[config.mk]
export PLATFORM = sky130hd
export DESIGN_NAME = rfd_decoder
export DESIGN_NICKNAME = d
export VERILOG_FILES = /design/src/rfd_pkg.sv /design/src/rfd_decoder.sv
export SDC_FILE = /design/constraint.sdc
export NUM_CORES = 1
export LEC_CHECK = 0
export BUFFER_PORTS_ARGS = -buffer_cell sky130_fd_sc_hd__buf_2
export CORE_ASPECT_RATIO = 1.4
export CORE_MARGIN = 4
export CORE_UTILIZATION = 35
export DETAILED_ROUTE_END_ITERATION = 10
export GPL_TIMING_DRIVEN = 0
export MAX_ROUTING_LAYER = met4
export PLACE_DENSITY = 0.57
export SYNTH_ARGS = -nofsm -noshare
export SYNTH_HDL_FRONTEND = slang
export SYNTH_SLANG_ARGS = --single-unit
export TNS_END_PERCENT = 1
[constraint.sdc]
create_clock -name mclk -period 5.9 [get_ports mclk]
set_input_delay 0.59 -clock mclk [delete_from_list [all_inputs] [get_ports mclk]]
set_output_delay 0.59 -clock mclk [all_outputs]
set_load 0.005 [all_outputs]
[src/rfd_pkg.sv]
// Package with register map, field positions and symbol codes of the receive frame decoder.
package rfd_pkg;
  localparam logic [7:0] ADDR_BIT_FRAMING = 8'h58;
  localparam logic [7:0] ADDR_EOF_PATTERN = 8'h59;
  localparam logic [7:0] ADDR_SOF_HIGH = 8'h5a;
  localparam logic [7:0] ADDR_SOF_LOW = 8'h5b;
  localparam logic [7:0] ADDR_SOF_MODE = 8'h5c;
  localparam logic [7:0] ADDR_STATUS = 8'h5d;
  localparam int BIT_STOP_INV_PAR = 5;
  localparam int BIT_STOP_LENGTH = 4;
  localparam int BIT_MSB_FIRST = 3;
  localparam int BIT_STOP_BIT_EN = 2;
  localparam int BIT_ODD_PARITY = 1;
  localparam logic [7:0] FRAMING_WRITE_MASK = 8'h3e;
  localparam logic [7:0] RESET_BYTE = 8'h00;
  localparam logic [1:0] EOF_NONE = 2'h0;
  localparam logic [1:0] EOF_ZERO = 2'h1;
  localparam logic [1:0] EOF_ONE = 2'h2;
  localparam logic [1:0] EOF_COLL = 2'h3;
  localparam logic [1:0] SOF_BURST = 2'h0;
  localparam logic [1:0] SOF_NIBBLE = 2'h1;
  localparam logic [1:0] SOF_START_BIT = 2'h2;
  typedef enum logic [2:0] {
    ST_IDLE = 3'b000,
    ST_SOF = 3'b001,
    ST_DATA = 3'b010,
    ST_PARITY = 3'b011,
    ST_STOP = 3'b100,
    ST_DONE = 3'b101
  } rfd_state_t;
endpackage

[src/rfd_decoder.sv]
// Receive frame decoder: start-of-frame match, byte assembly, parity, stop bit and end symbol.
//
// Overview of operation
// - With stop_on_inverse_parity set, a parity bit of wrong value ends reception.
// - With stop_at_frame_length set, reception ends when byte count reaches frame length.
// - The frame length is the value of the first received data byte.
// - msb_first_order 1 puts first bit at MSB; 0 puts it at LSB.
// - With stop bits enabled, a stop bit follows each byte, checked and removed.
// - Each detected stop bit emits a resync pulse to the demodulator.
// - A wrong stop bit sets the frame error flag and aborts reception.
// - A stop bit is correct only when it is logic 1.
// - odd_parity_select 0 gives even parity, 1 gives odd parity.
// - The end pattern register holds up to four symbol bits, two bits each.
// - A 00 field closes the end symbol, allowing shorter symbols.
// - Fields fill from bits 1:0; the leftmost active field is expected first.
// - A zero lowest field disables end symbol detection.
// - Field codes: 0 none, 1 zero bit, 2 one bit, 3 collision.
// - The upper start pattern byte comes from the high-byte register.
// - The lower start pattern byte comes from the low-byte register.
// - sof_valid_bit_count gives how many pattern bits are matched; 0 means type B.
// - sof_interpretation_type selects burst, nibble-with-collision or start-bit sync.
`timescale 1ns/1ps
`default_nettype none
module rfd_decoder (
  // Clock and reset.
  input wire logic mclk,
  input wire logic nrst,
  // Register port.
  input wire logic [7:0] reg_addr,
  input wire logic [7:0] reg_wdata,
  input wire logic reg_wr,
  input wire logic reg_rd,
  output logic [7:0] reg_rdata,
  // Demodulated bit stream, one bit per valid strobe.
  input wire logic rx_start,
  input wire logic bit_valid,
  input wire logic bit_value,
  input wire logic bit_coll,
  // Decoded byte stream.
  output logic byte_valid,
  output logic [7:0] byte_data,
  output logic parity_error,
  output logic frame_error,
  output logic frame_done,
  output logic rx_active,
  output logic demod_resync
);
  // Configuration registers.
  logic [7:0] framing;
  logic [7:0] eof_symbol_pattern;
  logic [7:0] sof_pattern_high_byte;
  logic [7:0] sof_pattern_low_byte;
  logic [7:0] sof_mode;
  rfd_pkg::rfd_state_t state;
  logic [15:0] sof_shift;
  logic [4:0] sof_cnt;
  logic [7:0] shreg;
  logic [2:0] bit_idx;
  logic [7:0] byte_cnt;
  logic [7:0] frame_len;
  logic par_acc;
  logic [7:0] cur_byte;
  logic [3:0] eof_hist;
  logic [3:0] eof_coll;
  logic [2:0] eof_seen;

  // Field decode of the control registers.
  wire stop_on_inverse_parity = framing[rfd_pkg::BIT_STOP_INV_PAR];
  wire stop_at_frame_length = framing[rfd_pkg::BIT_STOP_LENGTH];
  wire msb_first_order = framing[rfd_pkg::BIT_MSB_FIRST];
  wire stop_bit_check_enable = framing[rfd_pkg::BIT_STOP_BIT_EN];
  wire odd_parity_select = framing[rfd_pkg::BIT_ODD_PARITY];
  wire [3:0] sof_valid_bit_count = sof_mode[7:4];
  wire [1:0] sof_interpretation_type = sof_mode[1:0];
  wire [15:0] sof_pattern = {sof_pattern_high_byte, sof_pattern_low_byte};

  // End symbol length: count of active fields up to the first 00 field.
  wire [1:0] f0 = eof_symbol_pattern[1:0];
  wire [1:0] f1 = eof_symbol_pattern[3:2];
  wire [1:0] f2 = eof_symbol_pattern[5:4];
  wire [1:0] f3 = eof_symbol_pattern[7:6];
  wire [2:0] eof_len = (f0 == rfd_pkg::EOF_NONE) ? 3'h0 :
                       (f1 == rfd_pkg::EOF_NONE) ? 3'h1 :
                       (f2 == rfd_pkg::EOF_NONE) ? 3'h2 :
                       (f3 == rfd_pkg::EOF_NONE) ? 3'h3 : 3'h4;
  wire eof_enabled = (eof_len != 3'h0);

  // Each field compares against one received bit; the highest active field is sent first.
  function automatic logic field_match(input logic [1:0] f, input logic v, input logic c);
    logic m;
    m = 1'b0;
    case (f)
      rfd_pkg::EOF_ZERO: m = !c && !v;
      rfd_pkg::EOF_ONE: m = !c && v;
      rfd_pkg::EOF_COLL: m = c;
      default: m = 1'b0;
    endcase
    return m;
  endfunction

  // The newest bit is history bit 0 (incoming), so field k pairs with the bit k steps back.
  wire [3:0] hv = {eof_hist[2:0], bit_value};
  wire [3:0] hc = {eof_coll[2:0], bit_coll};
  wire [2:0] next_seen = (eof_seen == 3'h4) ? 3'h4 : eof_seen + 3'h1;
  wire m0 = field_match(f0, hv[0], hc[0]);
  wire m1 = (eof_len < 3'h2) || field_match(f1, hv[1], hc[1]);
  wire m2 = (eof_len < 3'h3) || field_match(f2, hv[2], hc[2]);
  wire m3 = (eof_len < 3'h4) || field_match(f3, hv[3], hc[3]);
  wire eof_hit = eof_enabled && bit_valid && (next_seen >= eof_len) && m0 && m1 && m2 && m3;

  // Start pattern match: compare the valid low bits of the shift history.
  wire [15:0] next_sof_shift = {sof_shift[14:0], bit_value};
  wire [15:0] sof_mask = (16'h0001 << sof_valid_bit_count) - 16'h0001;
  wire sof_burst_hit = ((next_sof_shift ^ sof_pattern) & sof_mask) == 16'h0000;
  // In nibble mode each nibble is {data, coll}; a collision nibble matches a collided bit.
  wire [3:0] sof_nib = sof_pattern[{sof_cnt[1:0], 2'b00} +: 4];
  wire sof_nib_ok = sof_nib[0] ? bit_coll : (bit_value == sof_nib[1]);
  wire sof_type_b = (sof_valid_bit_count == 4'h0) || (sof_interpretation_type == rfd_pkg::SOF_START_BIT);

  // Byte assembly and parity.
  wire [7:0] next_shreg = msb_first_order ? {shreg[6:0], bit_value} :
                                            {bit_value, shreg[7:1]};
  wire expected_parity = par_acc ^ odd_parity_select;
  wire parity_bad = bit_valid && (bit_value != expected_parity);
  wire stop_ok = bit_value;
  wire [7:0] next_byte_cnt = byte_cnt + 8'h01;
  wire len_reached = stop_at_frame_length && (byte_cnt != 8'h00) &&
                     (next_byte_cnt == frame_len);
  wire [7:0] rd_mux = (reg_addr == rfd_pkg::ADDR_BIT_FRAMING) ? framing :
                      (reg_addr == rfd_pkg::ADDR_EOF_PATTERN) ? eof_symbol_pattern :
                      (reg_addr == rfd_pkg::ADDR_SOF_HIGH) ? sof_pattern_high_byte :
                      (reg_addr == rfd_pkg::ADDR_SOF_LOW) ? sof_pattern_low_byte :
                      (reg_addr == rfd_pkg::ADDR_SOF_MODE) ? sof_mode :
                      (reg_addr == rfd_pkg::ADDR_STATUS) ?
                        {4'h0, rx_active, frame_done, frame_error, parity_error} :
                      rfd_pkg::RESET_BYTE;

  // Register writes; reserved framing bits never store.
  always_ff @(posedge mclk or negedge nrst) begin
    if (!nrst) begin
      framing <= rfd_pkg::RESET_BYTE;
      eof_symbol_pattern <= rfd_pkg::RESET_BYTE;
      sof_pattern_high_byte <= rfd_pkg::RESET_BYTE;
      sof_pattern_low_byte <= rfd_pkg::RESET_BYTE;
      sof_mode <= rfd_pkg::RESET_BYTE;
    end else if (reg_wr) begin
      if (reg_addr == rfd_pkg::ADDR_BIT_FRAMING) begin
        framing <= reg_wdata & rfd_pkg::FRAMING_WRITE_MASK;
      end
      if (reg_addr == rfd_pkg::ADDR_EOF_PATTERN) begin
        eof_symbol_pattern <= reg_wdata;
      end
      if (reg_addr == rfd_pkg::ADDR_SOF_HIGH) begin
        sof_pattern_high_byte <= reg_wdata;
      end
      if (reg_addr == rfd_pkg::ADDR_SOF_LOW) begin
        sof_pattern_low_byte <= reg_wdata;
      end
      if (reg_addr == rfd_pkg::ADDR_SOF_MODE) begin
        sof_mode <= reg_wdata;
      end
    end
  end

  // Read data stand for exactly the cycle after the strobe.
  always_ff @(posedge mclk or negedge nrst) begin
    if (!nrst) begin
      reg_rdata <= rfd_pkg::RESET_BYTE;
    end else begin
      reg_rdata <= reg_rd ? rd_mux : rfd_pkg::RESET_BYTE;
    end
  end

  // Frame sequencer. Pulses default low each cycle; sticky flags clear on a new frame.
  always_ff @(posedge mclk or negedge nrst) begin
    if (!nrst) begin
      state <= rfd_pkg::ST_IDLE;
      sof_shift <= 16'h0000;
      sof_cnt <= 5'h00;
      shreg <= 8'h00;
      bit_idx <= 3'h0;
      byte_cnt <= 8'h00;
      frame_len <= 8'h00;
      par_acc <= 1'b0;
      cur_byte <= 8'h00;
      eof_hist <= 4'h0;
      eof_coll <= 4'h0;
      eof_seen <= 3'h0;
      byte_valid <= 1'b0;
      byte_data <= 8'h00;
      parity_error <= 1'b0;
      frame_error <= 1'b0;
      frame_done <= 1'b0;
      rx_active <= 1'b0;
      demod_resync <= 1'b0;
    end else begin
      byte_valid <= 1'b0;
      demod_resync <= 1'b0;
      if (bit_valid && state != rfd_pkg::ST_IDLE && state != rfd_pkg::ST_SOF) begin
        eof_hist <= hv;
        eof_coll <= hc;
        eof_seen <= next_seen;
      end
      if (rx_start) begin
        state <= rfd_pkg::ST_SOF;
        sof_shift <= 16'h0000;
        sof_cnt <= 5'h00;
        byte_cnt <= 8'h00;
        frame_len <= 8'h00;
        eof_seen <= 3'h0;
        parity_error <= 1'b0;
        frame_error <= 1'b0;
        frame_done <= 1'b0;
        rx_active <= 1'b1;
      end else begin
        unique case (state)
          rfd_pkg::ST_IDLE: begin
          end
          rfd_pkg::ST_SOF: begin
            // Data are only taken once the start pattern has completed.
            if (sof_type_b) begin
              state <= rfd_pkg::ST_DATA;
            end else if (bit_valid) begin
              sof_shift <= next_sof_shift;
              sof_cnt <= sof_cnt + 5'h01;
              if (sof_interpretation_type == rfd_pkg::SOF_NIBBLE) begin
                if (!sof_nib_ok) begin
                  sof_cnt <= 5'h00;
                end else if (sof_cnt[1:0] == sof_valid_bit_count[1:0] - 2'h1) begin
                  state <= rfd_pkg::ST_DATA;
                end
              end else if ((sof_cnt + 5'h01 >= {1'b0, sof_valid_bit_count}) && sof_burst_hit) begin
                state <= rfd_pkg::ST_DATA;
              end
            end
            bit_idx <= 3'h0;
            par_acc <= 1'b0;
          end
          rfd_pkg::ST_DATA: begin
            if (eof_hit) begin
              state <= rfd_pkg::ST_DONE;
              frame_done <= 1'b1;
            end else if (bit_valid) begin
              shreg <= next_shreg;
              par_acc <= par_acc ^ bit_value;
              bit_idx <= bit_idx + 3'h1;
              if (bit_idx == 3'h7) begin
                state <= rfd_pkg::ST_PARITY;
                cur_byte <= next_shreg;
              end
            end
          end
          rfd_pkg::ST_PARITY: begin
            if (bit_valid) begin
              parity_error <= parity_error | parity_bad;
              byte_valid <= 1'b1;
              byte_data <= cur_byte;
              byte_cnt <= next_byte_cnt;
              bit_idx <= 3'h0;
              par_acc <= 1'b0;
              if (byte_cnt == 8'h00) begin
                frame_len <= cur_byte;
              end
              if (stop_on_inverse_parity && parity_bad) begin
                state <= rfd_pkg::ST_DONE;
                frame_done <= 1'b1;
              end else if (len_reached) begin
                state <= rfd_pkg::ST_DONE;
                frame_done <= 1'b1;
              end else if (stop_bit_check_enable) begin
                state <= rfd_pkg::ST_STOP;
              end else begin
                state <= rfd_pkg::ST_DATA;
              end
            end
          end
          rfd_pkg::ST_STOP: begin
            // The stop bit is consumed here and never reaches the byte stream.
            if (bit_valid) begin
              demod_resync <= 1'b1;
              if (stop_ok) begin
                state <= rfd_pkg::ST_DATA;
              end else begin
                frame_error <= 1'b1;
                state <= rfd_pkg::ST_DONE;
              end
            end
          end
          rfd_pkg::ST_DONE: begin
            rx_active <= 1'b0;
            state <= rfd_pkg::ST_IDLE;
          end
          default: begin
            state <= rfd_pkg::ST_IDLE;
          end
        endcase
      end
    end
  end

  // A bad stop bit raises the frame error at the next edge.
  a_stop_bit_error: assert property (@(posedge mclk) disable iff (!nrst)
    (state == rfd_pkg::ST_STOP && bit_valid && !bit_value && !rx_start) |=> frame_error)
    else $error("bad stop bit did not flag a frame error");

  // A good stop bit returns to data without error.
  a_stop_bit_good: assert property (@(posedge mclk) disable iff (!nrst)
    (state == rfd_pkg::ST_STOP && bit_valid && bit_value && !rx_start && !frame_error)
      |=> (state == rfd_pkg::ST_DATA && !frame_error))
    else $error("good stop bit handled wrongly");

  // Every stop bit pulses the resync line for one cycle.
  a_resync_pulse: assert property (@(posedge mclk) disable iff (!nrst)
    (state == rfd_pkg::ST_STOP && bit_valid && !rx_start) |=> demod_resync ##1 !demod_resync)
    else $error("resync pulse missing or too long");

  // Inverse parity with stop enabled ends the frame.
  a_inv_parity_stop: assert property (@(posedge mclk) disable iff (!nrst)
    (state == rfd_pkg::ST_PARITY && stop_on_inverse_parity && parity_bad && !rx_start)
      |=> (frame_done && state == rfd_pkg::ST_DONE))
    else $error("inverse parity did not end reception");

  // Parity flag follows the selected parity type.
  a_parity_type: assert property (@(posedge mclk) disable iff (!nrst)
    (state == rfd_pkg::ST_PARITY && bit_valid && !rx_start &&
     (bit_value != (^cur_byte ^ odd_parity_select))) |=> parity_error)
    else $error("parity type not honoured");

  // The first data bit enters the shift register at the end set by the bit order.
  a_byte_order: assert property (@(posedge mclk) disable iff (!nrst)
    (state == rfd_pkg::ST_DATA && bit_valid && bit_idx == 3'h0 && !eof_hit && !rx_start)
      |=> (msb_first_order ? shreg[0] : shreg[7]) == $past(bit_value))
    else $error("first bit landed at the wrong end");

  // The first byte becomes the frame length.
  a_length_capture: assert property (@(posedge mclk) disable iff (!nrst)
    (state == rfd_pkg::ST_PARITY && bit_valid && byte_cnt == 8'h00 && !rx_start)
      |=> frame_len == $past(cur_byte))
    else $error("frame length not taken from the first byte");

  // Length reached ends reception.
  a_length_stop: assert property (@(posedge mclk) disable iff (!nrst)
    (state == rfd_pkg::ST_PARITY && bit_valid && len_reached && !rx_start &&
     !(stop_on_inverse_parity && parity_bad)) |=> state == rfd_pkg::ST_DONE)
    else $error("reception ran past frame length");

  // Disabled end symbol never ends a frame from the data state.
  a_eof_disabled: assert property (@(posedge mclk) disable iff (!nrst)
    (state == rfd_pkg::ST_DATA && eof_symbol_pattern[1:0] == rfd_pkg::EOF_NONE && !rx_start)
      |=> state != rfd_pkg::ST_DONE)
    else $error("end symbol detected while disabled");

  // Reserved framing bits read zero.
  a_reserved_zero: assert property (@(posedge mclk) disable iff (!nrst)
    (framing & ~rfd_pkg::FRAMING_WRITE_MASK) == 8'h00)
    else $error("reserved framing bits not zero");

  // Reading the framing register never shows a reserved bit set.
  a_reserved_read: assert property (@(posedge mclk) disable iff (!nrst)
    (reg_rd && reg_addr == rfd_pkg::ADDR_BIT_FRAMING) |=> (reg_rdata & 8'hc1) == 8'h00)
    else $error("reserved framing bits read back set");

  // A complete end symbol in the data state closes the frame.
  a_eof_close: assert property (@(posedge mclk) disable iff (!nrst)
    (state == rfd_pkg::ST_DATA && eof_hit && !rx_start)
      |=> (frame_done && state == rfd_pkg::ST_DONE))
    else $error("end symbol did not close the frame");

  // The stop bit is consumed and never produces a byte.
  a_stop_removed: assert property (@(posedge mclk) disable iff (!nrst)
    (state == rfd_pkg::ST_STOP && bit_valid && !rx_start) |=> !byte_valid)
    else $error("stop bit passed on as data");

  // A bad stop bit aborts the reception at once.
  a_stop_abort: assert property (@(posedge mclk) disable iff (!nrst)
    (state == rfd_pkg::ST_STOP && bit_valid && !bit_value && !rx_start) |=> state == rfd_pkg::ST_DONE)
    else $error("bad stop bit did not abort reception");
endmodule
`default_nettype wire

==> results.toml <==
[global_routing]
grt_usage_pct = 17.7
antenna_found_initial = 0
overflow = 0
grt_pass1_vias = 5568
grt_max_degree = 97
grt_pass1_wl_um = 30000

[placement]
dp_hpwl_um = 14000
io_buffers = 45
dpl.cell_count = 984
dp_slack_ns = 1.96
gpl.final_weighted_congestion = 0.888
postPlaceCellArea_um2 = 7600

[sta]
fin_skew_ns = 0.00710
slew_violations = 0
slew_headroom_pct = 37.1
fin_crit_sh_pct = 67.5
tns_ns = 0
max_freq_mhz = 251
grt_setup_unrepaired = "no"
hold_slack_ns = 0.0589
finalHoldViolCount = 0
finalWorstSetupSlack_ns = 1.92
tightest_slew_ns = 0.937
setup-violations-final = 0
min_period_ns = 3.98

[clocking]
cts_buffers = 17
cts_resized = 0
path_clk_slew_ns = 0.05
clock_sinks = 127
root_buffer = "clkbuf_16"
clk-insertion-delay-late_ns = 0.42
cts_setup_buffers = 0
cts_htree_levels = 4
clock_path_buffers = 2
cts_tree = "done"
cts_hold_buf = 0

[floorplanning]
chipWidth_um = 128
die_y_um = 176
fp.dieArea_um2 = 22400
rows = 61
io_pins = 46
floorplan.initialDensity_pct = 35.5
core_area_um2 = 19800

[synth]
synth-seq-area-share_pct = 45.3
synthMuxAreaShare_pct = 11.4
synthFlopType = "dfrtp_1"
yosys_register_bits = 127
synth_nets = 741
yosysTopAreaCell = "dfrtp_1"
synth-async-reset-ratio_pct = 100
synth_top_family_by_area = "compound AO/OA/AOI/OAI gates"
synth_warnings = 0
synthCells = 686
yosysMostFrequentCell = "dfrtp_1"
synth_edf_count = 0
synth_common_cells = "dfrtp_1 (127), nand2_1 (65), o21ai_0 (48)"
synth_xor_area_share_pct = 5.86
yosysUniqueCellTypes = 68
synthesis.area_um2 = 7020
synthTopCellsByArea = "dfrtp_1 (45%), mux2_2 (7.2%), ha_1 (5.5%), xnor2_1 (3.7%), mux2i_1 (3.6%)"
synth-simple-area-share_pct = 13.2
synthAdderAreaFrac_pct = 5.52
netlist.area_leader.share_pct = 45.3
syn_area_per_cell_um2 = 10.2
synth_compound_area_share_pct = 15.1

[routing]
drt_pass1_iterations = 5
route.met3.wl_um = 626
wl_met1_um = 7410
ant_nets = 0
drt_iter0_drc = 401
routed.top_layer = "met4"
met2_length_um = 9740
post_drt_wl_per_cell_um = 18.1
avgViaCountPerCell = 5.29
wirelength_um = 18400
drc = 0
via_count = 5371

[pwr]
vdd_drop_max_mv = 0.255
cellPowerDensity_nw_per_um2 = 322
p_leak_uw = 0.00376

[final_layout]
layout.cells.non_filler = 1016
fillers = 1897
drive_gt1_share_pct = 19.0
top_register = "sof_shift"
largest_register_ff_count = 15
post-route-cell-area_um2 = 8220
synthToLayoutAreaGrowth_pct = 17.0
layout.nets = 806
antenna_cells = 0

[setup_path]
crit_fanout = 7
worstPathRequired_ns = 6.20
crit_arrival_ns = 4.28
timing.rr.start = "sof_mode[5]$_DFFE_PN0P_"
end_kind = "flip-flop"
critPathKind = "flip-flop to flip-flop"
startpoint = "sof_mode[5]$_DFFE_PN0P_"
start_kind = "flip-flop"

[run]
drv_cap = 0

[min_path]
hold_path_class = "input port to async pin"

[outcome]
status = "complete, no violations"
-- final timing paths --
check	slack (ns)	cells after the start	end
max	1.92	12	state[0]$_DFFE_PN0P_
min reg2reg	0.49	2	shreg[7]$_DFFE_PN0P_
min in group mclk	0.47	3	eof_symbol_pattern[6]$_DFFE_PN0P_
max in group asynchronous	5.07	2	sof_shift[3]$_DFFE_PN0P_
min	0.06	1	eof_coll[2]$_DFFE_PN0P_
max reg2reg	1.92	12	state[0]$_DFFE_PN0P_
-- metal layers --
layer / vias up / track usage (%)
li1: 2596 / -
met1: 2610 / 19.4
met2: 122 / 30.8
met3: 43 / 3.68
met4: 0 / 7.48
met5: - / -
-- report_power, final --
group / leakage (µW) / internal [µW] / switching [µW] / total [µW]
Clock: 0.000299 / 726 / 381 / 1110
Combinational: 0.00178 / 210 / 302 / 511
Sequential: 0.00168 / 955 / 75.8 / 1030
Total: 0.00376 / 1890 / 759 / 2650
-- through the flow --
step / power, µW / util, %
3_5_place_dp: 1560 / 38.4
3_3_place_gp: 1560 / 38.3
5_1_grt: 2790 / 41.6
4_1_cts: 2680 / 41.6
2_1_floorplan: 1390 / -
6_report: 2650 / 41.6
-- layout by cell type, fill, tap and decap left out, types with 6 or more instances in the layout --
cell type  netlist  layout
nor2_1          43      43
a31oi_1          6       6
dfrtp_1        127     127
mux2_2          45      45
ha_1            31      31
nor2b_1         10      10
clkbuf_16        0      17
nand2b_1         7       7
clkbuf_1        20      22
nor3_1           9       9
mux2i_1         25      25
xnor2_1         30      30
o21ai_0         48      48
a211oi_1         8       8
nand3_1         13      13
inv_1           27      27
nor4_1           6       6
buf_2            7      51
xor2_1          17      17
nand2_1         65      65
a21oi_1         30      30
a22o_1          16      16
or3_1            6       6
-- critical path, cell delays in order, from the launching register on --
cell and delay (ns):
dfrtp_1 0.43, inv_1 0.19, ha_1 0.33, nor3b_1 0.60
inv_1 0.10, ha_1 0.26, or3b_4 0.28, xor2_1 0.15
o22ai_1 0.10, nor4_1 0.34, a31oi_1 0.20, or4b_4 0.58
o31a_1 0.31
-- cells by family after synthesis --
| kind of cell | Yosys count |
|---|---|
| AND/OR/NAND/NOR | 189 |
| adder cells (fa/ha/maj) | 31 |
| AO/OA/AOI/OAI | 159 |
| multiplexers | 72 |
| buffers and inverters | 61 |
| XOR/XNOR | 47 |
| flip-flops | 127 |
-- area by class of cell --
class | instances | area (µm²) | area share (%)
plain buffers | 34 | 155 | 1.89
clock buffers | 21 | 460 | 5.60
clock inverters | 11 | 163 | 1.98
inverters | 27 | 101 | 1.23
multi-input cells | 498 | 3590 | 43.7
flip-flops and latches | 127 | 3180 | 38.7
well taps | 252 | 315 | 3.84
repair buffers | 46 | 259 | 3.15
(Power assumes the default switching activity.)
